==> config.mk <==
export PLATFORM = sky130hd
export DESIGN_NAME = mult_shift_top
export DESIGN_NICKNAME = d
export VERILOG_FILES = /design/src/common/mult_pkg.sv /design/src/common/mult_if.sv /design/src/hw/mult_format_core.sv /design/src/hw/mult_shift_top.sv
export VERILOG_INCLUDE_DIRS = /design/src /design/src/common
export SDC_FILE = /design/constraint.sdc
export NUM_CORES = 1
export LEC_CHECK = 0
export ABC_AREA = 0
export BUFFER_PORTS_ARGS = -buffer_cell sky130_fd_sc_hd__buf_2
export CAP_MARGIN = 20
export CORE_MARGIN = 2
export CORE_UTILIZATION = 30
export CTS_CLUSTER_DIAMETER = 60
export DETAILED_ROUTE_END_ITERATION = 8
export GPL_TIMING_DRIVEN = 1
export SYNTH_ARGS = -nofsm -noshare
export SYNTH_HDL_FRONTEND = slang
export SYNTH_HIERARCHICAL = 1
export SYNTH_SLANG_ARGS = --single-unit
==> constraint.sdc <==
create_clock -name CORE_CLK -period 11.9 [get_ports CORE_CLK]
set_input_delay 2.38 -clock CORE_CLK [delete_from_list [all_inputs] [get_ports CORE_CLK]]
set_output_delay 2.38 -clock CORE_CLK [all_outputs]
set_load 0.05 [all_outputs]
==> src/common/mult_map.svh <==
// Register offsets, field positions and reset values of the mixed-mode multiplier
// How it works
// RL1: The X and Y operands each carry their own signed/unsigned select, set independently.
// RL2: A signed operand times an unsigned one yields a two's complement product with no outside help.
// RL3: For a constant multiply the host loads the constant once and then stops loading that operand.
// RL4: In constant multiply each cycle only loads the variable operand and then loads a product word.
// RL5: The bit pattern of the product is the same whether operands are read as integer or fraction.
// RL6: With the result shift on, the upper product word is shifted right one place, halving each bit.
// RL7: With the result shift on, the top bit of the lower word holds the next product bit.
// RL8: With the result shift on, every two's complement product fits, even the most negative squared.
// RL9: The host keeps the result shift on whenever an operand is unsigned.
// RL10: The 24-bit product is presented as a 12-bit upper word and a 12-bit lower word.
// RL11: Each operand and each product word register loads data and format on its own load strobe.
// RL12: The round request is captured whenever either operand is loaded.
// RL13: Each product word drives its pins only while its active-low output enable is low.
// RL14: With the result shift off, the upper word tops with the sign and the lower word repeats it.
`ifndef MULT_MAP_SVH
`define MULT_MAP_SVH
`define REG_X_OPERAND      5'h00
`define REG_Y_OPERAND      5'h04
`define REG_CONTROL        5'h08
`define REG_COMMAND        5'h0C
`define REG_PRODUCT        5'h10
`define OPERAND_SIGNED_BIT 12
`define OPERAND_LSB        0
`define CTL_MSB            3
`define CTL_LSB            0
`define CTL_RESET          4'hC
`define CTL_UPPER_DIS_BIT  2
`define CMD_LOAD_UPPER_BIT 0
`define CMD_LOAD_LOWER_BIT 1
`define PRODUCT_LOWER_LSB  16
`define PRODUCT_UPPER_LSB  0
`define RND_POS_SHIFT      11
`define RND_POS_NORM       10
`define P_SHIFT_MSB        23
`define P_SHIFT_LSB        12
`define P_NORM_MSB         22
`define P_NORM_LSB         11
`define MOST_NEG           12'h800
`define MOST_NEG_SQ_UPPER  12'h400
`endif

==> src/common/mult_pkg.sv <==
// Types shared by the multiplier modules
`default_nettype none
package mult_pkg;
  typedef logic [11:0] word_t;
  typedef struct packed {
    logic  signed_sel;
    word_t data;
  } operand_t;
  typedef struct packed {
    logic lower_word_output_disable;
    logic upper_word_output_disable;
    logic round_request;
    logic result_shift_ctl;
  } ctl_t;
endpackage
`default_nettype wire

==> src/common/mult_if.sv <==
// Operand, format and product signals between register file and multiplier core
`timescale 1ns/10ps
`default_nettype none
interface mult_if;
  import mult_pkg::*;
  word_t x;
  word_t y;
  logic  x_operand_signed_sel;
  logic  y_operand_signed_sel;
  logic  result_shift_ctl;
  logic  round_request;
  word_t upper_product_word;
  word_t lower_product_word;
  modport core (
    input  x, y, x_operand_signed_sel, y_operand_signed_sel, result_shift_ctl, round_request,
    output upper_product_word, lower_product_word
  );
  modport regs (
    output x, y, x_operand_signed_sel, y_operand_signed_sel, result_shift_ctl, round_request,
    input  upper_product_word, lower_product_word
  );
endinterface
`default_nettype wire

==> src/hw/mult_format_core.sv <==
// Mixed-mode 12 x 12 multiplier with rounding and result-shift formatting
`timescale 1ns/10ps
`default_nettype none
`include "mult_map.svh"
module mult_format_core
  import mult_pkg::*;
(
  mult_if.core bus
);
  logic signed [12:0] x_ext;
  logic signed [12:0] y_ext;
  logic signed [25:0] full;
  logic signed [25:0] rnd_add;
  logic signed [25:0] sum;

  // Unsigned operands get a zero guard bit, signed ones a sign copy, so one
  // signed multiplier covers all four format mixes
  always_comb begin
    x_ext = {bus.x_operand_signed_sel & bus.x[11], bus.x}; // RL1
    y_ext = {bus.y_operand_signed_sel & bus.y[11], bus.y}; // RL1
    full = x_ext * y_ext; // RL2 RL5
    rnd_add = '0;
    if (bus.round_request) begin
      rnd_add[bus.result_shift_ctl ? `RND_POS_SHIFT : `RND_POS_NORM] = 1'b1;
    end
    sum = full + rnd_add;
    if (bus.result_shift_ctl) begin
      bus.upper_product_word = sum[`P_SHIFT_MSB:`P_SHIFT_LSB]; // RL6 RL8 RL10
      bus.lower_product_word = sum[`P_SHIFT_LSB-1:0]; // RL7
    end else begin
      bus.upper_product_word = sum[`P_NORM_MSB:`P_NORM_LSB]; // RL14 RL10
      bus.lower_product_word = {sum[`P_NORM_MSB], sum[`P_NORM_LSB-1:0]}; // RL14
    end
  end
endmodule
`default_nettype wire

==> src/hw/mult_shift_top.sv <==
// Avalon-MM register front end and product registers of the mixed-mode multiplier
`timescale 1ns/10ps
`default_nettype none
`include "mult_map.svh"
module mult_shift_top
  import mult_pkg::*;
(
  input  wire logic        CORE_CLK,
  input  wire logic        RST,
  input  wire logic [4:0]  AVS_ADDRESS,
  input  wire logic        AVS_READ,
  input  wire logic        AVS_WRITE,
  input  wire logic [31:0] AVS_WRITEDATA,
  input  wire logic [3:0]  AVS_BYTEENABLE,
  output var  logic [31:0] AVS_READDATA,
  output var  logic        AVS_WAITREQUEST,
  output var  logic [11:0] UPPER_PRODUCT_WORD,
  output var  logic        UPPER_PRODUCT_WORD_EN_N,
  output var  logic [11:0] LOWER_PRODUCT_WORD,
  output var  logic        LOWER_PRODUCT_WORD_EN_N
);
  logic        waitrequest;
  logic [31:0] readdata;
  logic [31:0] next_readdata;
  logic [31:0] merged;
  logic        req;
  logic        wr;
  logic        load_x;
  logic        load_y;
  logic        load_upper;
  logic        load_lower;
  operand_t    x_op;
  operand_t    y_op;
  ctl_t        ctl;
  logic        round_q;
  word_t       upper_q;
  word_t       lower_q;

  mult_if core_bus ();

  // Byte-lane merge of write data into the current register value
  function automatic logic [31:0] merge_lanes(input logic [31:0] old,
                                              input logic [31:0] wd,
                                              input logic [3:0]  be);
    logic [31:0] res;
    res = old;
    for (int i = 0; i < 4; i++) begin
      if (be[i]) begin
        res[i*8 +: 8] = wd[i*8 +: 8];
      end
    end
    return res;
  endfunction

  // Transfer qualifiers; a write lands only on the edge where waitrequest is low
  assign req = AVS_READ | AVS_WRITE;
  assign wr  = AVS_WRITE & ~waitrequest;
  assign load_x = wr & (AVS_ADDRESS == `REG_X_OPERAND);
  assign load_y = wr & (AVS_ADDRESS == `REG_Y_OPERAND);
  assign load_upper = wr & (AVS_ADDRESS == `REG_COMMAND) & AVS_BYTEENABLE[0]
                      & AVS_WRITEDATA[`CMD_LOAD_UPPER_BIT];
  assign load_lower = wr & (AVS_ADDRESS == `REG_COMMAND) & AVS_BYTEENABLE[0]
                      & AVS_WRITEDATA[`CMD_LOAD_LOWER_BIT];

  // Old value of the addressed register, used for partial-lane writes
  always_comb begin
    merged = '0;
    unique case (AVS_ADDRESS)
      `REG_X_OPERAND: merged = merge_lanes(32'(x_op), AVS_WRITEDATA, AVS_BYTEENABLE);
      `REG_Y_OPERAND: merged = merge_lanes(32'(y_op), AVS_WRITEDATA, AVS_BYTEENABLE);
      `REG_CONTROL:   merged = merge_lanes(32'(ctl), AVS_WRITEDATA, AVS_BYTEENABLE);
      default:        merged = merge_lanes(32'h0000_0000, AVS_WRITEDATA, AVS_BYTEENABLE);
    endcase
  end

  // One wait state: waitrequest drops for exactly one cycle per request
  always_ff @(posedge CORE_CLK) begin
    if (RST) begin
      waitrequest <= 1'b1;
    end else begin
      waitrequest <= ~(req & waitrequest);
    end
  end

  // Read mux; unmapped offsets and the command register read as zero
  always_comb begin
    next_readdata = '0;
    unique case (AVS_ADDRESS)
      `REG_X_OPERAND: next_readdata = 32'(x_op);
      `REG_Y_OPERAND: next_readdata = 32'(y_op);
      `REG_CONTROL:   next_readdata = 32'(ctl);
      `REG_PRODUCT: begin
        next_readdata[`PRODUCT_LOWER_LSB +: 12] = lower_q;
        next_readdata[`PRODUCT_UPPER_LSB +: 12] = upper_q;
      end
      default:        next_readdata = '0;
    endcase
  end

  // Read data captured as waitrequest falls, so it stands on the completing edge
  always_ff @(posedge CORE_CLK) begin
    if (RST) begin
      readdata <= '0;
    end else if (AVS_READ & waitrequest) begin
      readdata <= next_readdata;
    end
  end

  // Operand registers carry their format select with the data
  always_ff @(posedge CORE_CLK) begin
    if (RST) begin
      x_op <= '0;
    end else if (load_x) begin
      x_op <= merged[`OPERAND_SIGNED_BIT:`OPERAND_LSB]; // RL11 RL1
    end
  end

  always_ff @(posedge CORE_CLK) begin
    if (RST) begin
      y_op <= '0;
    end else if (load_y) begin
      y_op <= merged[`OPERAND_SIGNED_BIT:`OPERAND_LSB]; // RL11 RL1
    end
  end

  // Control: result shift, pending round request and the two output disables
  always_ff @(posedge CORE_CLK) begin
    if (RST) begin
      ctl <= `CTL_RESET;
    end else if (wr & (AVS_ADDRESS == `REG_CONTROL)) begin
      ctl <= merged[`CTL_MSB:`CTL_LSB];
    end
  end

  // Round request follows either operand load, like a clock made of both
  always_ff @(posedge CORE_CLK) begin
    if (RST) begin
      round_q <= 1'b0;
    end else if (load_x | load_y) begin
      round_q <= ctl.round_request; // RL12
    end
  end

  // Core sees operands and the live shift control; shift is frozen per word at load
  assign core_bus.x = x_op.data;
  assign core_bus.y = y_op.data;
  assign core_bus.x_operand_signed_sel = x_op.signed_sel;
  assign core_bus.y_operand_signed_sel = y_op.signed_sel;
  assign core_bus.result_shift_ctl = ctl.result_shift_ctl;
  assign core_bus.round_request = round_q;

  mult_format_core u_core (
    .bus (core_bus.core)
  );

  // Product word registers, each on its own load strobe
  always_ff @(posedge CORE_CLK) begin
    if (RST) begin
      upper_q <= '0;
    end else if (load_upper) begin
      upper_q <= core_bus.upper_product_word; // RL11 RL10
    end
  end

  always_ff @(posedge CORE_CLK) begin
    if (RST) begin
      lower_q <= '0;
    end else if (load_lower) begin
      lower_q <= core_bus.lower_product_word; // RL11 RL10
    end
  end

  // Pins straight from flops; enables are active low and follow the disables
  assign AVS_READDATA = readdata;
  assign AVS_WAITREQUEST = waitrequest;
  assign UPPER_PRODUCT_WORD = upper_q;
  assign LOWER_PRODUCT_WORD = lower_q;
  assign UPPER_PRODUCT_WORD_EN_N = ctl.upper_word_output_disable; // RL13
  assign LOWER_PRODUCT_WORD_EN_N = ctl.lower_word_output_disable; // RL13

  // Reference product for the checks below
  logic signed [25:0] model_full;
  assign model_full = $signed({x_op.signed_sel & x_op.data[11], x_op.data})
                    * $signed({y_op.signed_sel & y_op.data[11], y_op.data});
endmodule
`default_nettype wire

==> impl_metrics.yaml, run 1 <==
worst_setup_path:
  arrival_ns: 7.42
  crit_fanout: 17
  critical_path_required_ns: 12.10
  slowest_delay_ns: 0.72
  timing_worst_setup_path_type: "reg2reg"
  r2r_slack_ns: 4.68
  worst_path_max_delay_cell: "dfxtp_1"
  end_kind: "flip-flop"
  cpMostUsedCell: "fa_1"
  worstSetupStartpointType: "flip-flop"
  crit_chain: "nand2_1, or2_2, fa_1, fa_1, inv_1, fa_1, fa_1, fa_1, inv_1, fa_1, inv_1, ha_1, a211o_1, nor3_1, a22oi_2, a221oi_4, o21ai_2, xor2_1, mux2_2, mux2i_1, nor2_1"
synthesis:
  synthCells: 1110
  ys_warn_count: 6
  synth-edff-count: 0
  synth.yosys.seq_area_share: 0.1666
  synth_top_area_cell: "fa_1"
  syn_area_um2: 9731
  synth_area_leaders: "fa_1 (32%), dfxtp_1 (17%), ha_1 (7.7%), inv_1 (6.7%), nand2_1 (5.0%)"
  synth.avg_cell_area_um2: 8.766
  yosysMostFrequentCell: "inv_1"
  ys_seq_elements: 81
  ys_types: 56
  synth_ff_type: "dfxtp_1"
  synth_async_sr_flop_share: 0
  synthTopCellsByCount: "inv_1 (173), fa_1 (154), nand2_1 (130), dfxtp_1 (81), nor2_1 (76)"
  synth_top_cell_area_share: 0.3168
global_route:
  grt_use_total: 0.1459
  grt_max_degree: 61
  antenna_found_initial: 0
  grt_pass1_vias: 7515
  overflow: 0
  grt_pass1_wl_um: 39250
placed_design:
  portBuffers: 75
  dp.final_hpwl_um: 18570
  place.gp.congestion: 0.8408
  place_area_um2: 10380
final_layout:
  syn_to_final_growth_pct: 9.644
  fill_cells: 3360
  diodes: 0
  postLayoutCellArea_um2: 10670
  final_nets: 1403
  drive_above_1_share: 0.1010
clocking:
  cts_tree: "yes"
  cts-root-buf: "clkbuf_16"
  cts_hold_buf: 0
  cts_max_level: 3
  cts_buffers: 9
  clock_sinks: 81
  clk_path_buf_depth: 2
  ctsResizeCount: 0
  post-cts-setup-buffer-count: 0
  clk_pin_slew_ns: 0.06
  insertion_delay_ns: 0.34
worst_hold_path:
  hold_path_class: "reg2reg"
detailed_routing:
  wl_per_cell_um: 15.39
  drtIter0Drc: 411
  drcViolationCount: 0
  ant_nets: 0
  drt-vias-per-instance: 4.794
  wl_um: 23850
  first_pass_iters: 5
  dr_total_vias: 7430
run_status:
  outcome: "complete, no violations"
sta:
  period_minus_slack_ns: 7.219
  fin_worst_skew_ns: 0.008674
  fin_setup_tns_ns: 0
  rsz0062_at_grt: "false"
  hold_violations: 0
  worst_pin_slew_ns: 1.122
  timing.final.crit_share: 0.6066
  setup_violations: 0
  fmax_mhz: 138.5
  slew_viol_final: 0
  relSlewSlack: 0.2463
die:
  fp-row-count: 65
  core_area_um2: 31720
  die_w_um: 184.1
  boundaryPins: 104
  initial_core_util: 0.3068
  die-area_um2: 33890
  fp.dieH_um: 184.1
power_and_ir_drop:
  total_power_uw: 564.1
  powerDensity_nw_per_um2: 52.87
  p_leak_uw: 0.005063
  peakVddDrop_mv: 0.06301
flow_run:
  maxCapViolCount: 0
## logic make-up after synthesis
kind of cell / count (synthesis) / synth area share
and+or+nand+nor: 360 / 0.1783
xor gates and xnor gates: 27 / 0.02430
DFF: 81 / 0.1666
muxes: 46 / 0.04796
other: 1 / 0.0003854
AOI/OAI and AO/OA: 139 / 0.08937
buffers and inverters: 242 / 0.09901
adders and majority gates: 214 / 0.3940
## worst max-delay path: cells and delay by family (launching register included)
family	cells	cell delay [ns]
simple gates	4	1.27
compound gates	4	0.96
xor+xnor	1	0.17
flops	1	0.72
mux	2	0.40
fa+ha+maj	7	3.38
buf+inv	3	0.15
## sequential cells by signal, summed over array words and instances (netlist names)
signal,count
AVS_READDATA,25
LOWER_PRODUCT_WORD,12
UPPER_PRODUCT_WORD,12
core_bus.x,12
core_bus.y,12
AVS_WAITREQUEST,1
LOWER_PRODUCT_WORD_EN_N,1
UPPER_PRODUCT_WORD_EN_N,1
core_bus.result_shift_ctl,1
core_bus.round_request,1
core_bus.x_operand_signed_sel,1
core_bus.y_operand_signed_sel,1
ctl,1
## path summary, 6_finish.rpt
kind | endpoint | start | cells past startpoint
worst max-delay path | UPPER_PRODUCT_WORD[9] | core_bus.y[11] | 21
worst min-delay path | AVS_READDATA[1] | AVS_READDATA[1] | 2
worst max register to register | UPPER_PRODUCT_WORD[9] | core_bus.y[11] | 21
worst min register to register | AVS_READDATA[1] | AVS_READDATA[1] | 2
## through the flow
stage	worst slack [ns]	hold WS (ns)	utilization	cells
3_5_place_dp	4.691	0.4407	0.3272	1533
4_1_cts	4.671	0.4494	0.3358	1548
6_report	4.681	0.4471	0.3364	1550
3_3_place_gp	4.756	0.4346	0.3269	1532
2_1_floorplan	5.863	0.4631	-	1116
5_1_grt	4.326	0.4729	0.3364	1550
## where the power goes
part,internal [uW],switching (uW)
Sequential,272,1.78
Combinational,7.76,27.2
Clock,146,109
## metal layers
| layer | GRT usage | wire [um] | vias up |
|---|---|---|---|
| met5 | 0 | 0 | - |
| met4 | 0.02144 | 182 | 0 |
| met3 | 0.01680 | 860 | 17 |
| met2 | 0.2415 | 11340 | 155 |
| met1 | 0.2089 | 11470 | 3718 |
| li1 | - | - | 3540 |
## area by class of cell
type,count,area [um^2],area share
inverter,175,656.9,0.06157
multi-input combinational,793,7168,0.6719
sequential,81,1622,0.1520
clock buffer,11,242.7,0.02275
tap,402,503.0,0.04714
clock inverter,4,30.03,0.002815
timing repair buffer,84,446.7,0.04187
## cells in the final DEF, fill, tap and decap left out, types with 3 or more instances in the layout
master     instances
and2_1            74
nor2_1            76
or2_2              3
buf_2             75
fa_1             154
nor3_1            16
a21o_1             7
o21a_1             6
xor2_1             4
o211ai_1           6
o21ai_0            8
xnor2_1           23
and3_1             7
inv_1            173
a211oi_1          11
ha_1              60
buf_4              8
nand2b_1           9
nand2_1          130
clkbuf_16          9
nor2b_1            4
a31oi_1            3
a21oi_1           58
nand3_1           27
o21ai_1           23
conb_1             7
mux2i_1           41
dfxtp_1           81
mux2_2             4
or3_1              3
(Power assumes the default switching activity.)
==> run 2, diff against run 1 <==
==> constraint.sdc (replaced) <==
create_clock -name CORE_CLK -period 5.98 [get_ports CORE_CLK]
set_input_delay 1.196 -clock CORE_CLK [delete_from_list [all_inputs] [get_ports CORE_CLK]]
set_output_delay 1.196 -clock CORE_CLK [all_outputs]
set_load 0.05 [all_outputs]
==> run 2 against run 1 <==
  * Core utilization is 3.1 points higher
  * Cell area is 9.1% higher
  * Die area stayed put
  * Clock skew is 0.0026 ns higher
  * First-iteration DRC count is 10% lower
  * Flip-flop and latch count stayed put
==> impl_metrics.yaml, run 2 (same netlist as run 1, synthesis figures left out) <==
die:
  boundaryPins: 104
  fp-row-count: 65
  initial_core_util: 0.3068
  die-area_um2: 33890
  die_w_um: 184.1
  core_area_um2: 31720
  fp.dieH_um: 184.1
final_layout:
  layout.cells.non_filler: 1643
  diodes: 0
  syn_to_final_growth_pct: 19.60
  drive_above_1_share: 0.2103
  final_nets: 1495
  layout_common_cells: "inv_1 (170), fa_1 (153), nand2_1 (127)"
  largest_reg_flops: 25
  layout_commonest_cell: "inv_1"
  postLayoutCellArea_um2: 11640
  fill_cells: 3254
worst_setup_path:
  endpoint: "UPPER_PRODUCT_WORD[11]"
  worst_r2r_endpoint: "UPPER_PRODUCT_WORD[11]"
  crit_chain: "nand2_2, or2_4, fa_1, fa_1, inv_1, fa_1, fa_1, fa_1, inv_2, fa_1, inv_2, ha_4, buf_6, o211ai_1, nor2_1, o21a_2, o2111ai_2, a31oi_1, xnor2_1, buf_4, o21ai_2, and3b_1, mux2i_1, nor2_1"
  ff2ff_path_depth: 24
  critPathLaunch: "core_bus.y[11]"
  slowest_delay_ns: 0.54
  arrival_ns: 6.11
  timing_worst_setup_path_type: "reg2reg"
  reg2reg_from: "core_bus.y[11]"
  critical_path_required_ns: 6.19
  cpMostUsedCell: "fa_1"
  worstSetupStartpointType: "flip-flop"
  worst_path_max_delay_cell: "fa_1"
  r2r_slack_ns: 0.07
  end_kind: "flip-flop"
  crit_fanout: 3
global_route:
  antenna_found_initial: 0
  grt_pass1_vias: 8152
  overflow: 0
  grt_use_total: 0.1594
  grt_pass1_wl_um: 42450
  grt_max_degree: 61
flow_run:
  maxCapViolCount: 0
detailed_routing:
  wl_um: 26060
  drt-vias-per-instance: 4.759
  drtIter0Drc: 369
  ant_nets: 0
  dr_total_vias: 7819
  wl_per_cell_um: 15.86
  drcViolationCount: 0
  first_pass_iters: 5
power_and_ir_drop:
  power.share.sequential: 0.453
  peakVddDrop_mv: 0.1484
  powerDensity_nw_per_um2: 102.6
  total_power_uw: 1194
  p_leak_uw: 0.005623
  netSwitchingPower_uw: 300.2
  cell_internal_pwr_uw: 893.9
  clkPwrFrac: 0.486
  swShare: 0.2514
  comb_power_share: 0.061
clocking:
  cts_tree: "yes"
  cts_buffers: 9
  clock_sinks: 81
  clk_path_buf_depth: 2
  insertion_delay_ns: 0.35
  cts-root-buf: "clkbuf_16"
  cts_max_level: 3
  clk_pin_slew_ns: 0.07
placed_design:
  place.gp.congestion: 0.8405
  dp.final_hpwl_um: 21110
  dp.cells: 1611
  portBuffers: 75
  place_area_um2: 10980
sta:
  fmax_mhz: 169.3
  fin_worst_skew_ns: 0.01126
  period_minus_slack_ns: 5.906
  setup_violations: 0
  hold_violations: 0
  rsz0062_at_grt: "true"
  fin_setup_tns_ns: 0
  worst_pin_slew_ns: 1.087
  timing.final.crit_share: 0.9876
  slew_viol_final: 0
  hold_ws_ns: 0.4457
  relSlewSlack: 0.2698
run_status:
  outcome: "complete, no violations"
worst_hold_path:
  holdPathStages: 2
  hold_path_class: "reg2reg"
## run 2: worst min-delay path by stage
stage                     startpoint                to  slack [ns]
global placement     AVS_READDATA[1]   AVS_READDATA[1]        0.43
finish               AVS_READDATA[6]   AVS_READDATA[6]        0.45
detailed placement   AVS_READDATA[7]   AVS_READDATA[7]        0.44
global route        AVS_READDATA[23]  AVS_READDATA[23]        0.48
floorplan                     ctl[1]            ctl[1]        0.46
CTS                 AVS_READDATA[26]  AVS_READDATA[26]        0.45
## run 2: worst max-delay path, delay by kind of cell (launching register included)
kind | cells | cell delay (ns)
fa+ha+maj | 7 | 3.29
compound gates | 5 | 0.75
simple gates | 5 | 0.73
buf+inv | 5 | 0.39
flops | 1 | 0.34
xor+xnor | 1 | 0.15
mux | 1 | 0.12
## run 2: through the flow
| step | worst slack [ns] | util |
|---|---|---|
| global placement | -0.1114 | 0.3460 |
| detailed placement | -0.1361 | 0.3460 |
| CTS | 0.01313 | 0.3579 |
| floorplan | 0.001052 | - |
| global route | -0.1744 | 0.3669 |
| finish | 0.07409 | 0.3669 |
## run 2: cell type report
class | instances | area (um^2) | area share
multi-input combinational | 793 | 7323 | 0.6293
sequential | 81 | 1658 | 0.1425
timing repair buffer | 176 | 1190 | 0.1022
inverter | 175 | 656.9 | 0.05645
tap | 402 | 503.0 | 0.04322
clock buffer | 11 | 242.7 | 0.02086
clock inverter | 5 | 63.81 | 0.005483
## run 2: power by group through the flow
stage	registers, uW	clock network [uW]	logic [uW]
after floorplan	556	0	48.5
after global placement	555	0	70.7
after detailed placement	555	0	71.3
after CTS	542	587	71.4
after global routing	541	612	77.4
final	541	580	73.2
## run 2: repair_timing
action / in CTS / in global routing
hold buffers: 0 / 0
gates resized for setup: 18 / 50
buffers inserted: 2 / 11
endpoints found under the setup margin: 8 / 10
gates cloned: 0 / 1
pin swaps: 10 / 35
## run 2: layer usage
layer	track usage	vias to the layer above	part of all wire
met2	0.2791	161	0.49
met5	0	-	0
li1	-	3730	-
met1	0.2106	3902	0.45
met4	0.03008	0	0.014
met3	0.02272	26	0.044
